**config.mk**
```make
export PLATFORM = sky130hd
export DESIGN_NAME = acm_ctrl
export DESIGN_NICKNAME = d
export VERILOG_FILES = /design/src/hw/acm_pkg.sv /design/src/hw/acm_ctrl.sv
export SDC_FILE = /design/constraint.sdc
export NUM_CORES = 1
export LEC_CHECK = 0
export BUFFER_PORTS_ARGS = -buffer_cell sky130_fd_sc_hd__buf_2
export CAP_MARGIN = 20
export CORE_ASPECT_RATIO = 0.7
export CORE_MARGIN = 3
export CORE_UTILIZATION = 33
export CTS_CLUSTER_DIAMETER = 30
export DETAILED_ROUTE_END_ITERATION = 8
export PLACE_DENSITY = 0.54
export SKIP_LAST_GASP = 1
export SLEW_MARGIN = 40
export SYNTH_ARGS = -nofsm -noshare
export SYNTH_HDL_FRONTEND = slang
export SYNTH_SLANG_ARGS = --single-unit
```
**constraint.sdc**
```tcl
create_clock -name clk -period 9.56 [get_ports clk]
set_clock_uncertainty 0.1 [all_clocks]
set_input_delay 1.912 -clock clk [delete_from_list [all_inputs] [get_ports clk]]
set_output_delay 1.912 -clock clk [all_outputs]
set_load 0.005 [all_outputs]
```
**src/hw/acm_pkg.sv**
```systemverilog
// Constants, types and lookup functions for the accelerometer continuous-mode control.
// Assumes a single 50 MHz clock and register access from an already decoded serial host port.
package acm_pkg;

  // ----------------------------------------------------------------
  // Register map and fields
  // ----------------------------------------------------------------
  localparam logic [7:0] ACM_PMC_ADDR = 8'h12;
  localparam logic [7:0] ACM_RRC_ADDR = 8'h14;
  localparam logic [7:0] ACM_PMC_RST = 8'h00;
  localparam logic [7:0] ACM_RRC_RST = 8'h00;
  localparam int ACM_HP_BIT = 2;
  localparam int ACM_RATE_LSB = 4;
  localparam int ACM_BW_LSB = 2;
  localparam logic [3:0] ACM_RATE_PD = 4'h0;
  localparam logic [3:0] ACM_RATE_ULP_MAX = 4'h3;
  localparam logic [3:0] ACM_RATE_CONT_MAX = 4'hb;

  // ----------------------------------------------------------------
  // Timing
  // ----------------------------------------------------------------
  localparam int ACM_CLK_MHZ = 50;
  localparam int ACM_PD_APPLY_US = 500;
  localparam int ACM_STOP_US = 2000;
  localparam int ACM_WR_GAP_US = 100;
  localparam logic [12:0] ACM_LP_FLOOR_Q8 = 13'h0018;
  localparam logic [12:0] ACM_ULP_CUT_Q8 = 13'h0c80;

  typedef enum logic [1:0] {ACM_PD, ACM_ULP, ACM_LP, ACM_HP} acm_mode_t;

  typedef struct packed {
    logic wr;
    logic rd;
    logic [7:0] addr;
    logic [7:0] wdata;
  } acm_req_t;

  typedef struct packed {
    logic [3:0] rate;
    logic [1:0] bw;
  } acm_cfg_t;

  // Codes above the continuous range are treated as power-down.
  function automatic acm_mode_t acm_mode(input logic [3:0] rate, input logic hp);
    if (rate == ACM_RATE_PD || rate > ACM_RATE_CONT_MAX) return ACM_PD;
    else if (rate <= ACM_RATE_ULP_MAX) return ACM_ULP;
    else if (hp) return ACM_HP;
    else return ACM_LP;
  endfunction

  // Output period in microseconds.
  function automatic logic [19:0] acm_period_us(input logic [3:0] rate);
    case (rate)
      4'h1: return 20'h98968;
      4'h2: return 20'h51615;
      4'h3: return 20'h09c40;
      4'h4: return 20'h28b0b;
      4'h5: return 20'h13880;
      4'h6: return 20'h09c40;
      4'h7: return 20'h04e20;
      4'h8: return 20'h02710;
      4'h9: return 20'h01388;
      4'ha: return 20'h009c4;
      4'hb: return 20'h004e2;
      default: return 20'h001f4;
    endcase
  endfunction

  // Output rate in eighths of a hertz.
  function automatic logic [12:0] acm_rate_q8(input logic [3:0] rate);
    case (rate)
      4'h1: return 13'h000d;
      4'h2: return 13'h0018;
      4'h3: return 13'h00c8;
      4'h4: return 13'h0030;
      4'h5: return 13'h0064;
      4'h6: return 13'h00c8;
      4'h7: return 13'h0190;
      4'h8: return 13'h0320;
      4'h9: return 13'h0640;
      4'ha: return 13'h0c80;
      4'hb: return 13'h1900;
      default: return 13'h0000;
    endcase
  endfunction

  // Rows hold the counts for bandwidth codes 11, 10, 01, 00.
  function automatic logic [4:0] acm_lp_settle(input acm_cfg_t c);
    logic [19:0] row;
    case (c.rate)
      4'h5: row = {5'h06, 5'h03, 5'h03, 5'h03};
      4'h6: row = {5'h0a, 5'h06, 5'h03, 5'h03};
      4'h7, 4'h8: row = {5'h14, 5'h0a, 5'h06, 5'h03};
      4'h9: row = {5'h14, 5'h09, 5'h05, 5'h03};
      4'ha: row = {5'h10, 5'h08, 5'h04, 5'h02};
      4'hb: row = {5'h0e, 5'h06, 5'h02, 5'h02};
      default: row = {5'h03, 5'h03, 5'h03, 5'h03};
    endcase
    return row[5*c.bw +: 5];
  endfunction

  function automatic logic [4:0] acm_hp_settle(input acm_cfg_t c);
    logic [19:0] row;
    case (c.rate)
      4'h8, 4'h9: row = {5'h14, 5'h08, 5'h03, 5'h02};
      4'ha: row = {5'h14, 5'h07, 5'h03, 5'h02};
      4'hb: row = {5'h12, 5'h07, 5'h03, 5'h02};
      default: row = {5'h14, 5'h09, 5'h03, 5'h02};
    endcase
    return row[5*c.bw +: 5];
  endfunction

endpackage

```
**src/hw/acm_ctrl.sv**
```systemverilog
// Continuous-mode, filter and settling control of the accelerometer sampling chain.
// Assumes register requests arrive already decoded and synchronous to clk.
`timescale 1ns/10ps
module acm_ctrl #(
  parameter int unsigned CYC_PER_US = acm_pkg::ACM_CLK_MHZ,
  parameter int unsigned PD_APPLY_CYC = acm_pkg::ACM_PD_APPLY_US * acm_pkg::ACM_CLK_MHZ,
  parameter int unsigned STOP_CYC = acm_pkg::ACM_STOP_US * acm_pkg::ACM_CLK_MHZ,
  parameter int unsigned WR_GAP_CYC = acm_pkg::ACM_WR_GAP_US * acm_pkg::ACM_CLK_MHZ
) (
  input wire logic clk,
  input wire logic nrst,
  input wire acm_pkg::acm_req_t req,
  output logic [7:0] rdata,
  output logic wr_ready,
  output acm_pkg::acm_mode_t mode,
  output logic sample_tick,
  output logic sample_ok,
  output logic aaf_en,
  output logic lpf_en,
  output logic [12:0] cutoff_q8,
  output logic [4:0] discard_left,
  output logic sampling_active,
  output logic apply_busy
);
  import acm_pkg::*;

  // ----------------------------------------------------------------
  // State
  // ----------------------------------------------------------------
  acm_cfg_t cur_q, cur_d, new_c;
  acm_mode_t cur_m, new_m;
  logic hp_q, hp_d;
  logic [7:0] pmc_q, pmc_d, rrc_q, rrc_d, rd_q, rd_d;
  logic pend_q, pend_d, tick_q, tick_d, ok_q, ok_d;
  logic [31:0] tmr_q, tmr_d, smp_q, smp_d, stop_q, stop_d, gap_q, gap_d;
  logic [31:0] per_cyc, apply_cyc;
  logic [4:0] disc_q, disc_d;
  logic [12:0] cut_q, cut_d, shifted;
  logic apply, pd_settled, wr_ok;

  // A code with the HP select set still decodes as ultralow-power.
  assign cur_m = acm_mode(cur_q.rate, hp_q);
  assign new_c = '{rate: rrc_q[ACM_RATE_LSB +: 4], bw: rrc_q[ACM_BW_LSB +: 2]};
  assign new_m = acm_mode(new_c.rate, hp_q);
  assign per_cyc = 32'(acm_period_us(cur_q.rate) * CYC_PER_US);
  // A staged rate write waits one output period, or the power-down figure.
  assign apply_cyc = (cur_m == ACM_PD) ? PD_APPLY_CYC : per_cyc;
  assign apply = pend_q && (tmr_q >= apply_cyc - 32'd1);
  assign pd_settled = (cur_m == ACM_PD) && (stop_q == 32'd0);
  // Writes are refused while a rate write is staged, and for a guard time
  // after power-down settles, so a slow host cannot corrupt the stop.
  assign wr_ok = !pend_q && (!pd_settled || gap_q == WR_GAP_CYC);
  // Widened first so that code 11 shifts by four and not by zero.
  assign shifted = acm_rate_q8(cur_q.rate) >> ({1'b0, cur_q.bw} + 3'd1);

  // ----------------------------------------------------------------
  // Next state
  // ----------------------------------------------------------------
  always_comb begin
    cur_d = cur_q;
    hp_d = hp_q;
    pmc_d = pmc_q;
    rrc_d = rrc_q;
    rd_d = rd_q;
    pend_d = pend_q;
    tmr_d = pend_q ? tmr_q + 32'd1 : 32'd0;
    disc_d = disc_q;
    smp_d = smp_q;
    tick_d = 1'b0;
    stop_d = (stop_q != 32'd0) ? stop_q - 32'd1 : 32'd0;
    gap_d = !pd_settled ? 32'd0 : (gap_q == WR_GAP_CYC) ? gap_q : gap_q + 32'd1;
    if (req.rd) begin
      if (req.addr == ACM_PMC_ADDR) begin
        rd_d = pmc_q;
        rd_d[ACM_HP_BIT] = hp_q;
      end else if (req.addr == ACM_RRC_ADDR) begin
        rd_d = rrc_q;
      end else begin
        rd_d = 8'h00;
      end
    end
    if (req.wr && wr_ok) begin
      if (req.addr == ACM_RRC_ADDR) begin
        rrc_d = req.wdata;
        pend_d = 1'b1;
        tmr_d = 32'd0;
      end else if (req.addr == ACM_PMC_ADDR) begin
        pmc_d = req.wdata;
        // The HP select only moves in settled power-down.
        if (pd_settled) begin
          hp_d = req.wdata[ACM_HP_BIT];
        end
      end
    end
    // Samples repeat at the selected rate in every continuous mode.
    if (cur_m != ACM_PD) begin
      tick_d = (smp_q >= per_cyc - 32'd1);
      smp_d = tick_d ? 32'd0 : smp_q + 32'd1;
    end
    // Each sample before the count runs out is still settling.
    if (tick_d && disc_q != 5'd0) begin
      disc_d = disc_q - 5'd1;
    end
    if (apply) begin
      pend_d = 1'b0;
      cur_d = new_c;
      // Configuration is kept in power-down; sampling stops and both filters switch off with the cutoff at zero.
      if (new_c != cur_q) begin
        smp_d = 32'd0;
        tick_d = 1'b0;
        // A fresh count replaces whatever was left.
        case (new_m)
          ACM_ULP: disc_d = 5'd0;
          ACM_LP: disc_d = acm_lp_settle(new_c) + {4'd0, cur_m == ACM_ULP};
          ACM_HP: disc_d = acm_hp_settle(new_c)
            + {4'd0, cur_m == ACM_HP && new_c.rate != cur_q.rate};
          default: disc_d = 5'd0;
        endcase
        // Stepping out of 1011 is the host's job; the stop window is ours.
        if (cur_m != ACM_PD && new_m == ACM_PD) begin
          stop_d = STOP_CYC;
        end
      end
    end
  end

  // Filter chain steering follows the applied mode.
  always_comb begin
    case (cur_m)
      ACM_ULP: cut_d = ACM_ULP_CUT_Q8;
      ACM_LP: cut_d = (shifted < ACM_LP_FLOOR_Q8) ? ACM_LP_FLOOR_Q8 : shifted;
      ACM_HP: cut_d = shifted;
      default: cut_d = 13'h0000;
    endcase
    // The tick that uses up the count is itself still a discarded sample.
    ok_d = tick_d && (disc_q == 5'd0);
  end

  always_ff @(posedge clk or negedge nrst) begin
    if (!nrst) begin
      cur_q <= '0;
      hp_q <= 1'b0;
      pmc_q <= ACM_PMC_RST;
      rrc_q <= ACM_RRC_RST;
      rd_q <= 8'h00;
      pend_q <= 1'b0;
      tmr_q <= 32'd0;
      smp_q <= 32'd0;
      stop_q <= 32'd0;
      gap_q <= 32'd0;
      disc_q <= 5'd0;
      tick_q <= 1'b0;
      ok_q <= 1'b0;
      cut_q <= 13'h0000;
    end else begin
      cur_q <= cur_d;
      hp_q <= hp_d;
      pmc_q <= pmc_d;
      rrc_q <= rrc_d;
      rd_q <= rd_d;
      pend_q <= pend_d;
      tmr_q <= tmr_d;
      smp_q <= smp_d;
      stop_q <= stop_d;
      gap_q <= gap_d;
      disc_q <= disc_d;
      tick_q <= tick_d;
      ok_q <= ok_d;
      cut_q <= cut_d;
    end
  end

  assign rdata = rd_q;
  assign wr_ready = wr_ok;
  assign mode = cur_m;
  assign sample_tick = tick_q;
  assign sample_ok = ok_q;
  assign aaf_en = (cur_m == ACM_LP) || (cur_m == ACM_HP);
  assign lpf_en = aaf_en;
  assign cutoff_q8 = cut_q;
  assign discard_left = disc_q;
  assign sampling_active = (cur_m != ACM_PD) || (stop_q != 32'd0);
  assign apply_busy = pend_q;
endmodule

```
# [Yosys cells after proc, flatten, opt, wreduce, memory -nomap -nowiden]
# Memories as Yosys holds them, arrays and structs flattened.
# Cells that the tools add are included.
# W data, S select, Z words.
[totals] regBits=180 mem_bits_ro=512 input_bits=20 output_inout_bits=35 word_cells=131 memories=2
[op_classes] addsub=10 n_mul=2 n_lt_le_gt_ge=7 n_eq_ne=18 n_shift=3 mux=41 bitwise=1 reduce_logical=32
[memory_table] memory="(no name shown)" depth=16 width=20 read_ports=1 rd_clocked_by_memory_dff=0 wr=0 line="acm_pkg.sv:53" rtl="case (rate)"
[memory_table] memory="(no name shown)" depth=16 width=12 read_ports=1 rd_clocked_by_memory_dff=0 wr=0 line="acm_pkg.sv:71" rtl="case (rate)"
[ops] operator="$mux W32" count=13
[ops] operator="$mux W20" count=6
[ops] operator="$pmux W20 S6" count=1
[ops] operator="$add A32 B1 Y32 const B" count=3
[ops] operator="$ge A32 B32 Y1" count=2
[ops] operator="$pmux W18 S3" count=1
[ops] operator="$sub A26 B1 Y27 const B" count=2
[ops] operator="$shiftx A20 B6 Y5" count=2
[ops] operator="$pmux W13 S3" count=1
[ops] operator="$eq A32 B13 Y1 const B" count=1
[ops] operator="$logic_not A32 Y1" count=1
[ops] operator="$reduce_bool A32 Y1" count=1
[ops] operator="$sub A32 B1 Y32 const B" count=1
[ops] operator="$mux W26" count=1
[ops] operator="$mul A20 B5 Y25 const B" count=1
[ops] operator="$eq A4 B4 Y1 const B" count=4
[ops] operator="$eq A8 B5 Y1 const B" count=2
[ops] operator="$mux W8" count=2
[ops] operator="$mux W5" count=3
[ops] operator="$lt A13 B5 Y1 const B" count=1
[ops] operator="$mux W13" count=1
[ops] operator="$shr A13 B3 Y13" count=1
[ops] operator="$eq A4 B3 Y1 const B" count=3
[ops] operator="$add A5 B1 Y5" count=2
[ops] operator="26 further kinds" count=58

# [Longest topological paths before layout]
# Gate-level depths: netlist of the first run.
[logic_depth] depth_word=14 ltp_mapped=36 mapped_depth_nobuf=29

# [Worst setup path before layout of the first run]
# No wires, ideal clock.
[synth_timing] kind="register -> register" startpoint="reg cur_q[4] (netlist bit)" endpoint="reg disc_q[3], in the netlist discard_left[3]" setup_time_ns=0.087 arrival_ns=7.575 t_required_ns=9.373 path_slack_ns=1.798 stages_incl_launch_ff=32 n_path_buf=4 period_less_slack_ns=7.762 path_cell_list="dfrtp_1 buf_6 clkbuf_1 clkbuf_1 inv_1 ha_1 o22ai_4 inv_1 ha_1 ha_1 inv_1 fa_1 inv_1 ha_1 inv_1 o21ai_1 xor2_1 or4_1 buf_2 or4_4 or4_1 nor4_2 mux2i_1 ha_1 a21o_1 a21o_1 a2111oi_0 nand4b_1 a21oi_1 o21ai_0 or4b_2 o211ai_1"
[synth_via] elab_chain_cells=9 elab_cells_between_ends=29 classes_between="4 x add/sub; 1 x mul; 4 x order compare; 4 x eq/ne; 8 x mux; 7 x reduce/logical; 1 x memory"
[synth_lines] element="start: declaration" line="acm_ctrl.sv:30" rtl="acm_cfg_t cur_q, cur_d, new_c;"
[synth_lines] element="start signal: assignment" line="acm_ctrl.sv:156" rtl="cur_q <= cur_d;"
[synth_lines] element="$mem_v2 Z16 W20, or another cell as far along"
[synth_lines] element="$mul A20 B5 Y25, or another cell as far along" line="acm_ctrl.sv:45" rtl="assign per_cyc = 32'(acm_period_us(cur_q.rate) * CYC_PER_US);"
[synth_lines] element="$sub A26 B1 Y27 or $mux W2 (tied branches)" line="acm_ctrl.sv:97, acm_pkg.sv:45"
[synth_lines] element="$ge A32 B32 Y1, or another cell as far along" line="acm_ctrl.sv:97" rtl="tick_d = (smp_q >= per_cyc - 32'd1);"
[synth_lines] element="$mux W1, or another cell as far along" line="acm_ctrl.sv:96" rtl="if (cur_m != ACM_PD) begin"
[synth_lines] element="$logic_and A1 B1 Y1, or another cell as far along" line="acm_ctrl.sv:101" rtl="if (tick_d && disc_q != 5'd0) begin"
[synth_lines] element="$mux W5, or another cell as far along" line="acm_ctrl.sv:101"
[synth_lines] element="$mux W5 or $logic_and A1 B1 Y1 (tied branches)" line="acm_ctrl.sv:108, acm_ctrl.sv:48"
[synth_lines] element="$mux W5 (*)" line="acm_ctrl.sv:104" rtl="if (apply) begin"
[synth_lines] element="via disc_d[3]" line="acm_ctrl.sv:37" rtl="logic [4:0] disc_q, disc_d;"
[synth_lines] element="end signal: assignment" line="acm_ctrl.sv:166" rtl="disc_q <= disc_d;"
[synth_lines] element="end: declaration" line="acm_ctrl.sv:37"
# The timed path passes the listed nets; every way through them passes the cells marked *.
# A chain may end at the register's enable or synchronous reset.

# [Worst setup path after layout of the first run]
# Ends and elaborated chain as after synthesis.

==> results.yml, run 1 <==
synthesis:
  synth_enable_flop_cells: 0
  synthSimpleGateAreaFrac_pct: 22.7
  synth-adder-area-share_pct: 15.2
  ys_seq_area_share_pct: 31.4
  synth_xor_xnor_area_share_pct: 10.6
  syn_area_per_cell_um2: 8.73
  post_syn_area_um2: 14200
  syn_inst: 1625
  synth.net_count: 1808
  synth_top_family_by_area: "simple AND/OR/NAND/NOR gates"
  postSynth.asyncResetShare_pct: 100
  netlist-cell-type-count: 81
  ys.flop_type: "dfrtp_1"
  synthMuxAreaShare_pct: 2.66
  yosysWarnings: 0
  compound_gate_fraction_of_synth_area_pct: 13.1
  number_of_storage_elements_in_the_synthesis_netlist: 178
worst_setup_path:
  slowest_stage: "dfrtp_1"
  r2r.worst_path.cells: 28
  path_max_fanout: 26
  arrival_ns: 8.87
  startpoint_type: "flop"
  cp-end-kind: "flop"
  timing.critical_path.slowest_cell_delay_ns: 0.84
  timing.critical_path.required_ns: 9.83
  worst_path_most_repeated_cell: "ha_1"
  critPathKind: "reg -> reg"
pwr:
  p_seq_share_pct: 49.2
  max-vdd-ir-drop_mv: 0.110
  share_clk_of_total_power_pct: 49.0
  combinationalPowerShare_pct: 1.7
  power.density_nw_per_um2: 98.2
  switching_power_mw: 0.392
  internal_power_mw: 1.14
  static-leakage-power_nw: 7.60
  switching_share_pct: 25.5
run:
  timing.max_cap.violations: 0
floorplanning:
  initial_core_util_pct: 34.0
  die_h_um: 179
  die_outline_area_um2: 45600
  ios: 55
  core.rowCount: 62
  core_area_um2: 41700
  floorplan.die.width_um: 254
drt:
  routed-via-count: 11600
  route.antenna.remaining_nets: 0
  drc: 0
  dr.pass1.iters: 5
  route.detailed.vias_per_inst: 5.26
  postRouteWirelength_um: 35800
  first_iter_violations: 878
  wire_per_inst_um: 16.3
clock_network:
  cts_stage_hold_buffer_count: 0
  clock-root-buffer: "clkbuf_16"
  worst_setup_hold_path_clk_slew_ns: 0.09
  postCtsSetupBuffers: 0
  cts_htree_levels: 4
  ctsLongestPathBuffers: 2
  cts_num_sinks: 178
  insertion_delay_of_the_later_clocked_pin_in_the_worst_skew_pair_ns: 0.46
  cts.repair.resized: 0
  cts_inserted_buffers: 17
  tritoncts: "built"
outcome:
  run_status: "finished, final reports clean"
sta:
  shortest_period_the_worst_path_allows_ns: 8.61
  grt_setup_unrepaired: "false"
  clock.fmax_mhz: 116
  maxSlewHeadroom_pct: 44.9
  setup-violations-final: 0
  fraction_of_the_cycle_the_final_worst_path_needs_pct: 90.0
  hold_slack_ns: 0.386
  max_slew.worst_pin.slew_ns: 0.824
  fin_setup_tns_ns: 0
  max_transition_viols_final: 0
  final_hold_viol_count: 0
layout:
  layout-area-overhead-vs-synth_pct: 10.2
  fillCellCount: 4287
  finalNetCount: 1824
  drive_gt1_share_pct: 9.25
  layout.cells.most_common_list: "nor2_1 (208), dfrtp_1 (178), ha_1 (148), nand2_1 (108), xor2_1 (98)"
  layout_commonest_cell: "nor2_1"
  footprint_of_the_multi_input_gates_um2: 9160
  regArea_um2: 4450
  antenna-diode-count: 0
global_routing:
  grt_max_degree: 100
  grt_use_total_pct: 16.1
  grt_most_used_layer: "met1"
  met3_usage_pct: 3.00
  grt.met2_usage_pct: 22.2
  grt_util_met1_pct: 25.9
  grt-ovfl-total: 0
  grt_first_pass_wirelength_um: 59700
  vias_in_the_first_global_route: 11100
  number_of_antenna_violations_at_the_first_check_in_global_routing: 0
worst_hold_path:
  class_of_the_tightest_hold_or_removal_check: "reg -> reg"
  hold-path-cell-count: 1
place:
  port_buffer_count: 53
  gpl.final_weighted_congestion: 0.857
  detailed_place_hpwl_um: 27100
==> cells by family after synthesis <==
| kind of cell | after synthesis |
|---|---|
| simple gates | 638 |
| compound gates | 283 |
| flops | 178 |
| xor+xnor | 171 |
| fa+ha+maj | 163 |
| buf+inv | 156 |
| mux | 35 |
| other cells | 1 |
==> worst max-delay path: cells and delay by family, from the launching register on <==
family,cells,cell delay [ns]
buffers and inverters,5,0.66
muxes,1,0.24
and+or+nand+nor,10,3.61
adders and majority gates,5,1.70
AOI/OAI and AO/OA,7,1.33
DFF,1,0.84
==> per-layer routing <==
layer / wire (um) / part of all wire [%]
met1: 19700 / 55
met3: 1730 / 4.8
met5: 0 / 0
met2: 14000 / 39
met4: 274 / 0.77
==> through the flow <==
| stage | worst slack, ns | cell area (um^2) | util, % | std cells | power, mW |
|---|---|---|---|---|---|
| 2_1_floorplan | 1.80 | 14200 | - | 1625 | 0.775 |
| 3_5_place_dp | 1.05 | 15000 | 35.9 | 2166 | 0.799 |
| 3_3_place_gp | 1.08 | 14900 | 35.8 | 2166 | 0.798 |
| 6_report | 0.952 | 15600 | 37.4 | 2198 | 1.54 |
| 4_1_cts | 0.961 | 15600 | 37.4 | 2198 | 1.56 |
| 5_1_grt | 0.203 | 15600 | 37.4 | 2198 | 1.59 |
==> sequential cells by signal (all words and copies together), names as in the netlist <==
name and count:
sample_tick 1, hp_q 1, rrc_q 8, pmc_q 7, sample_ok 1, gap_q 32, cur_q 6, discard_left 5
smp_q 32, apply_busy 1, cutoff_q8 12, stop_q 32, rdata 8, tmr_q 32
==> area by class of cell <==
class | count | share of cell area [%]
Multi-Input combinational cell | 1291 | 58.6
Clock inverter | 15 | 1.28
Timing Repair Buffer | 65 | 2.43
Sequential cell | 178 | 28.5
Clock buffer | 17 | 2.72
Inverter | 88 | 2.11
Tap cell | 544 | 4.36
==> worst paths after layout <==
check,from,endpoint,slack (ns)
max,cur_q[4]$_DFFE_PN0N_,discard_left[3]$_DFF_PN0_,0.95
min,stop_q[0]$_DFF_PN0_,stop_q[0]$_DFF_PN0_,0.39
max reg2reg,cur_q[4]$_DFFE_PN0N_,discard_left[3]$_DFF_PN0_,0.95
min reg2reg,stop_q[0]$_DFF_PN0_,stop_q[0]$_DFF_PN0_,0.39
max in group asynchronous,nrst,gap_q[5]$_DFFE_PN0P_,6.96
min in group asynchronous,nrst,cutoff_q8[7]$_DFF_PN0_,1.26
==> Yosys cell counts (36+ instances only) <==
| cell | instances | area [um^2] |
|---|---|---|
| nand3_1 | 56 | 280 |
| o21ai_0 | 63 | 315 |
| nor2_1 | 208 | 781 |
| nor3_1 | 45 | 225 |
| inv_1 | 88 | 330 |
| nand2_1 | 108 | 405 |
| xor2_1 | 99 | 867 |
| a21oi_1 | 75 | 375 |
| clkbuf_1 | 46 | 173 |
| nand4_1 | 36 | 225 |
| dfrtp_1 | 178 | 4450 |
| ha_1 | 148 | 1850 |
| xnor2_1 | 72 | 631 |
==> power groups by stage <==
stage | clock [mW] | combinational (mW) | sequential [mW]
finish | 0.753 | 0.0268 | 0.756
global route | 0.806 | 0.0315 | 0.756
CTS | 0.780 | 0.0287 | 0.756
detailed placement | 0 | 0.0286 | 0.771
global placement | 0 | 0.0275 | 0.771
floorplan | 0 | 0.00358 | 0.771
(Power assumes the default switching activity.)
==> inputs of run 2 (changes only) <==
- BUFFER_PORTS_ARGS: -buffer_cell sky130_fd_sc_hd__buf_2 -> -buffer_cell sky130_fd_sc_hd__buf_4
- GPL_TIMING_DRIVEN: not set -> 0
- clock period: 9.56 -> 8.33 ns (I/O delays scaled with it)
==> run 2 against run 1 <==
  * Critical path depth up 1
  * Wire length up 4.0%
  * Non-clock buffer count up 64
  * Combinational power up 39%
  * Utilization up 1.7 points
  * Worst hold slack better by 0.0011 ns
  * Global-route usage up 0.47 points
==> results.yml, run 2 (synthesis gave the netlist of run 1 again) <==
worst_setup_path:
  slowest_stage: "fa_1"
  worst_path_most_repeated_cell: "a21o_1"
  timing.reg2reg.setup_slack_ns: 0.39
  timing.critical_path.slowest_cell_delay_ns: 0.52
  timing.rr.start: "cur_q[3]$_DFFE_PN0N_"
  arrival_ns: 8.18
  startpoint_type: "flop"
  r2r.worst_path.cells: 29
  crit_end: "cur_q[5]$_DFFE_PN0N_"
  worstSetupStartpoint: "cur_q[3]$_DFFE_PN0N_"
  cp-end-kind: "flop"
  regToRegEndpoint: "cur_q[5]$_DFFE_PN0N_"
  critPathKind: "reg -> reg"
  path_max_fanout: 10
  timing.critical_path.required_ns: 8.57
floorplanning:
  core_area_um2: 41700
  die_outline_area_um2: 45600
  core.rowCount: 62
  floorplan.die.width_um: 254
  ios: 55
  initial_core_util_pct: 34.0
  die_h_um: 179
layout:
  layout-area-overhead-vs-synth_pct: 15.2
  layout.cells.most_common_list: "nor2_1 (208), dfrtp_1 (178), ha_1 (140), nand2_1 (106), xor2_1 (96)"
  final-instance-count-excl-fill: 2262
  fillCellCount: 4155
  stdcell_area_um2: 16300
  fin_util_pct: 39.2
  antenna-diode-count: 0
  footprint_of_the_multi_input_gates_um2: 9380
  layout_commonest_cell: "nor2_1"
  regArea_um2: 4450
  finalNetCount: 1888
  drive_gt1_share_pct: 12.6
drt:
  postRouteWirelength_um: 37200
  dr.pass1.iters: 5
  route.antenna.remaining_nets: 0
  first_iter_violations: 827
  route.detailed.vias_per_inst: 5.27
  routed-via-count: 11900
  drc: 0
  wire_per_inst_um: 16.4
global_routing:
  vias_in_the_first_global_route: 11200
  grt-ovfl-total: 0
  grt_first_pass_wirelength_um: 61200
  number_of_antenna_violations_at_the_first_check_in_global_routing: 0
  grt_max_degree: 72
  grt_use_total_pct: 16.6
place:
  placedInstanceArea_um2: 15400
  gpl.final_weighted_congestion: 0.851
  port_buffer_count: 52
  detailed_place_hpwl_um: 28800
  dpl.cell_count: 2223
  post-place-ws_ns: -1.13
clock_network:
  cts_inserted_buffers: 17
  worst_setup_hold_path_clk_slew_ns: 0.09
  ctsLongestPathBuffers: 2
  cts_num_sinks: 178
  insertion_delay_of_the_later_clocked_pin_in_the_worst_skew_pair_ns: 0.46
  tritoncts: "built"
  cts_htree_levels: 4
  cts_stage_hold_buffer_count: 0
  clock-root-buffer: "clkbuf_16"
sta:
  max_transition_viols_final: 0
  setup-violations-final: 0
  hold_slack_ns: 0.387
  maxSlewHeadroom_pct: 49.5
  shortest_period_the_worst_path_allows_ns: 7.94
  slack_of_the_critical_path_ns: 0.389
  clock.fmax_mhz: 126
  fin_setup_tns_ns: 0
  max_slew.worst_pin.slew_ns: 0.752
  fraction_of_the_cycle_the_final_worst_path_needs_pct: 95.3
  final_hold_viol_count: 0
run:
  timing.max_cap.violations: 0
pwr:
  static-leakage-power_nw: 7.82
  max-vdd-ir-drop_mv: 0.132
  total_power_mw: 1.76
  power.density_nw_per_um2: 107
outcome:
  run_status: "finished, final reports clean"
worst_hold_path:
  class_of_the_tightest_hold_or_removal_check: "reg -> reg"
-- run 2: cell types whose count changed in the layout (fill, tap and decap cells not counted), moves of 4 or more --
| cell | previous run | this run |
|---|---|---|
| ha_2 | 0 | 7 |
| buf_4 | 11 | 70 |
| clkbuf_1 | 0 | 29 |
| clkinv_8 | 4 | 8 |
| buf_1 | 0 | 6 |
| buf_2 | 52 | 9 |
| o21ai_0 | 63 | 59 |
| a21oi_2 | 3 | 7 |
| a21oi_1 | 75 | 69 |
| clkbuf_4 | 0 | 5 |
| ha_1 | 148 | 140 |
-- run 2: worst min-delay path by stage --
| stage | to | depth (start not counted) | slack (ns) | startpoint |
|---|---|---|---|---|
| 2_1_floorplan | tmr_q[0]$_DFF_PN0_ | 1 | 0.34 | tmr_q[0]$_DFF_PN0_ |
| 3_3_place_gp | pmc_q[5]$_DFFE_PN0P_ | 1 | 0.37 | pmc_q[5]$_DFFE_PN0P_ |
| 3_5_place_dp | pmc_q[4]$_DFFE_PN0P_ | 1 | 0.38 | pmc_q[4]$_DFFE_PN0P_ |
| 4_1_cts | tmr_q[0]$_DFF_PN0_ | 1 | 0.39 | tmr_q[0]$_DFF_PN0_ |
| 5_1_grt | pmc_q[0]$_DFFE_PN0P_ | 1 | 0.41 | pmc_q[0]$_DFFE_PN0P_ |
| 6_report | tmr_q[0]$_DFF_PN0_ | 1 | 0.39 | tmr_q[0]$_DFF_PN0_ |
-- run 2: critical path: cells and delay by family, from the launching register on --
family / cells / cell delay, ns
compound gates: 8 / 1.88
fa+ha+maj: 6 / 2.05
mux: 2 / 0.58
flops: 1 / 0.38
buf+inv: 5 / 0.99
simple gates: 8 / 1.83
-- run 2: layout make-up --
cell class              count  share of cell area [%]
multi-input cells        1291                    57.4
flip-flops and latches    178                    27.3
well taps                 544                    4.16
repair buffers             69                    3.46
clock buffers              17                    2.60
inverters                  88                    2.04
plain buffers              60                    1.86
clock inverters            15                    1.25
-- run 2: metal layers --
layer	vias to the layer above	share of wire [%]	wire (um)	track usage, %
li1	5899	-	-	-
met1	5737	55	20300	26.7
met2	252	39	14300	21.9
met3	23	6.1	2280	4.15
met4	0	0.76	282	2.98
met5	-	0	0	0
-- run 2: repair_timing --
action,4_1_cts,5_1_grt
pin swaps,6,6
buffers inserted,8,7
endpoints found under the setup margin,78,78
resized for setup,37,40
-- run 2: power breakdown --
part / internal [mW] / switching, mW
Sequential: 0.866 / 0.00161
Clock: 0.413 / 0.437
Combinational: 0.0136 / 0.0236
==> inputs of run 3 (changes only) <==
- clock period: 8.33 -> 8.3 ns (I/O delays scaled with it)
==> run 3 against run 2 <==
  * Clock power increased by 0.5%
  * Sequential share of layout area about the same
  * Worst hold slack about the same
  * Largest cell class unchanged
  * Highest routed layer unchanged
==> results.yml, run 3 (synthesis gave the netlist of run 1 again) <==
clock_network:
  cts_inserted_buffers: 17
  ctsLongestPathBuffers: 2
  cts_htree_levels: 4
  cts_num_sinks: 178
  clock-root-buffer: "clkbuf_16"
  insertion_delay_of_the_later_clocked_pin_in_the_worst_skew_pair_ns: 0.46
  worst_setup_hold_path_clk_slew_ns: 0.09
  cts_stage_hold_buffer_count: 0
  tritoncts: "built"
global_routing:
  vias_in_the_first_global_route: 11200
  number_of_antenna_violations_at_the_first_check_in_global_routing: 0
  grt_first_pass_wirelength_um: 61200
  grt-ovfl-total: 0
  grt_max_degree: 72
  grt_use_total_pct: 16.6
sta:
  fraction_of_the_cycle_the_final_worst_path_needs_pct: 95.5
  max_transition_viols_final: 0
  setup-violations-final: 0
  max_slew.worst_pin.slew_ns: 0.752
  final_hold_viol_count: 0
  shortest_period_the_worst_path_allows_ns: 7.93
  hold_slack_ns: 0.387
  clock.fmax_mhz: 126
  slack_of_the_critical_path_ns: 0.375
  maxSlewHeadroom_pct: 49.5
worst_setup_path:
  r2r.worst_path.cells: 29
  arrival_ns: 8.20
  critPathKind: "reg -> reg"
  crit_end: "discard_left[3]$_DFF_PN0_"
  startpoint_type: "flop"
  regToRegEndpoint: "discard_left[3]$_DFF_PN0_"
  timing.reg2reg.setup_slack_ns: 0.37
  worst_path_most_repeated_cell: "ha_1"
  timing.critical_path.slowest_cell_delay_ns: 0.68
  path_max_fanout: 9
  timing.critical_path.required_ns: 8.57
  cp-end-kind: "flop"
  worstSetupStartpoint: "cur_q[3]$_DFFE_PN0N_"
  slowest_stage: "or4b_2"
  timing.rr.start: "cur_q[3]$_DFFE_PN0N_"
layout:
  regArea_um2: 4450
  stdcell_area_um2: 16400
  layout_commonest_cell: "nor2_1"
  fin_util_pct: 39.2
  finalNetCount: 1888
  drive_gt1_share_pct: 12.6
  layout.cells.most_common_list: "nor2_1 (208), dfrtp_1 (178), ha_1 (140), nand2_1 (106), xor2_1 (96)"
  layout-area-overhead-vs-synth_pct: 15.3
  footprint_of_the_multi_input_gates_um2: 9390
  fillCellCount: 4155
  antenna-diode-count: 0
place:
  port_buffer_count: 52
  post-place-ws_ns: -1.16
  placedInstanceArea_um2: 15400
  gpl.final_weighted_congestion: 0.851
  detailed_place_hpwl_um: 28800
floorplanning:
  floorplan.die.width_um: 254
  core_area_um2: 41700
  die_outline_area_um2: 45600
  ios: 55
  initial_core_util_pct: 34.0
  die_h_um: 179
  core.rowCount: 62
run:
  timing.max_cap.violations: 0
drt:
  dr.pass1.iters: 5
  route.detailed.vias_per_inst: 5.26
  wire_per_inst_um: 16.5
  routed-via-count: 11900
  route.antenna.remaining_nets: 0
  drc: 0
  postRouteWirelength_um: 37200
  first_iter_violations: 785
pwr:
  power.density_nw_per_um2: 108
  max-vdd-ir-drop_mv: 0.132
  static-leakage-power_nw: 7.82
outcome:
  run_status: "finished, final reports clean"
worst_hold_path:
  class_of_the_tightest_hold_or_removal_check: "reg -> reg"
-- run 3: cell counts in the layout (fill, tap and decap cells not counted) --
Identical to the previous run, type by type.
-- run 3: where the power goes --
part           switching [mW]  internal (mW)  total (mW)
combinational          0.0237         0.0136      0.0374
sequential            0.00162          0.869       0.871
clock                   0.439          0.415       0.854
-- run 3: how the worst min path moves through the flow --
stage	end	from	depth (start not counted)
6_report	tmr_q[0]$_DFF_PN0_	tmr_q[0]$_DFF_PN0_	1
5_1_grt	pmc_q[0]$_DFFE_PN0P_	pmc_q[0]$_DFFE_PN0P_	1
3_5_place_dp	pmc_q[4]$_DFFE_PN0P_	pmc_q[4]$_DFFE_PN0P_	1
3_3_place_gp	pmc_q[5]$_DFFE_PN0P_	pmc_q[5]$_DFFE_PN0P_	1
4_1_cts	tmr_q[0]$_DFF_PN0_	tmr_q[0]$_DFF_PN0_	1
2_1_floorplan	tmr_q[0]$_DFF_PN0_	tmr_q[0]$_DFF_PN0_	1
-- run 3: repair_timing --
action | in CTS | in global routing
resized for setup | 37 | 41
endpoints found under the setup margin | 78 | 78
pin swaps | 6 | 7
buffers inserted | 8 | 7
-- run 3: final cells by class --
class / count / share of cell area, %
sequential: 178 / 27.2
timing repair buffer: 69 / 3.46
multi-input combinational: 1291 / 57.4
inverter: 88 / 2.04
clock inverter: 15 / 1.25
tap: 544 / 4.16
clock buffer: 17 / 2.60
buffer: 60 / 1.86
-- run 3: metal layers --
layer,share of wire (%),track usage (%)
met2,39,21.9
met4,0.76,2.98
met3,6.0,4.15
met1,55,26.7
met5,0,0
-- run 3: worst max-delay path: cells and delay by family, from the launching register on --
family / cells / cell delay, ns
XOR/XNOR: 1 / 0.21
AO/OA/AOI/OAI: 8 / 1.88
flip-flops: 1 / 0.38
AND/OR/NAND/NOR: 10 / 2.41
buffers and inverters: 4 / 0.76
adder cells (fa/ha/maj): 6 / 2.10
-- run 3: stage by stage --
step | power (mW) | cells | TNS (ns)
finish | 1.76 | 2262 | 0
global placement | 0.923 | 2221 | -68.38
global route | 1.83 | 2262 | -0.189
detailed placement | 0.927 | 2223 | -75.32
floorplan | 0.892 | 1625 | 0
CTS | 1.79 | 2260 | -0.0342
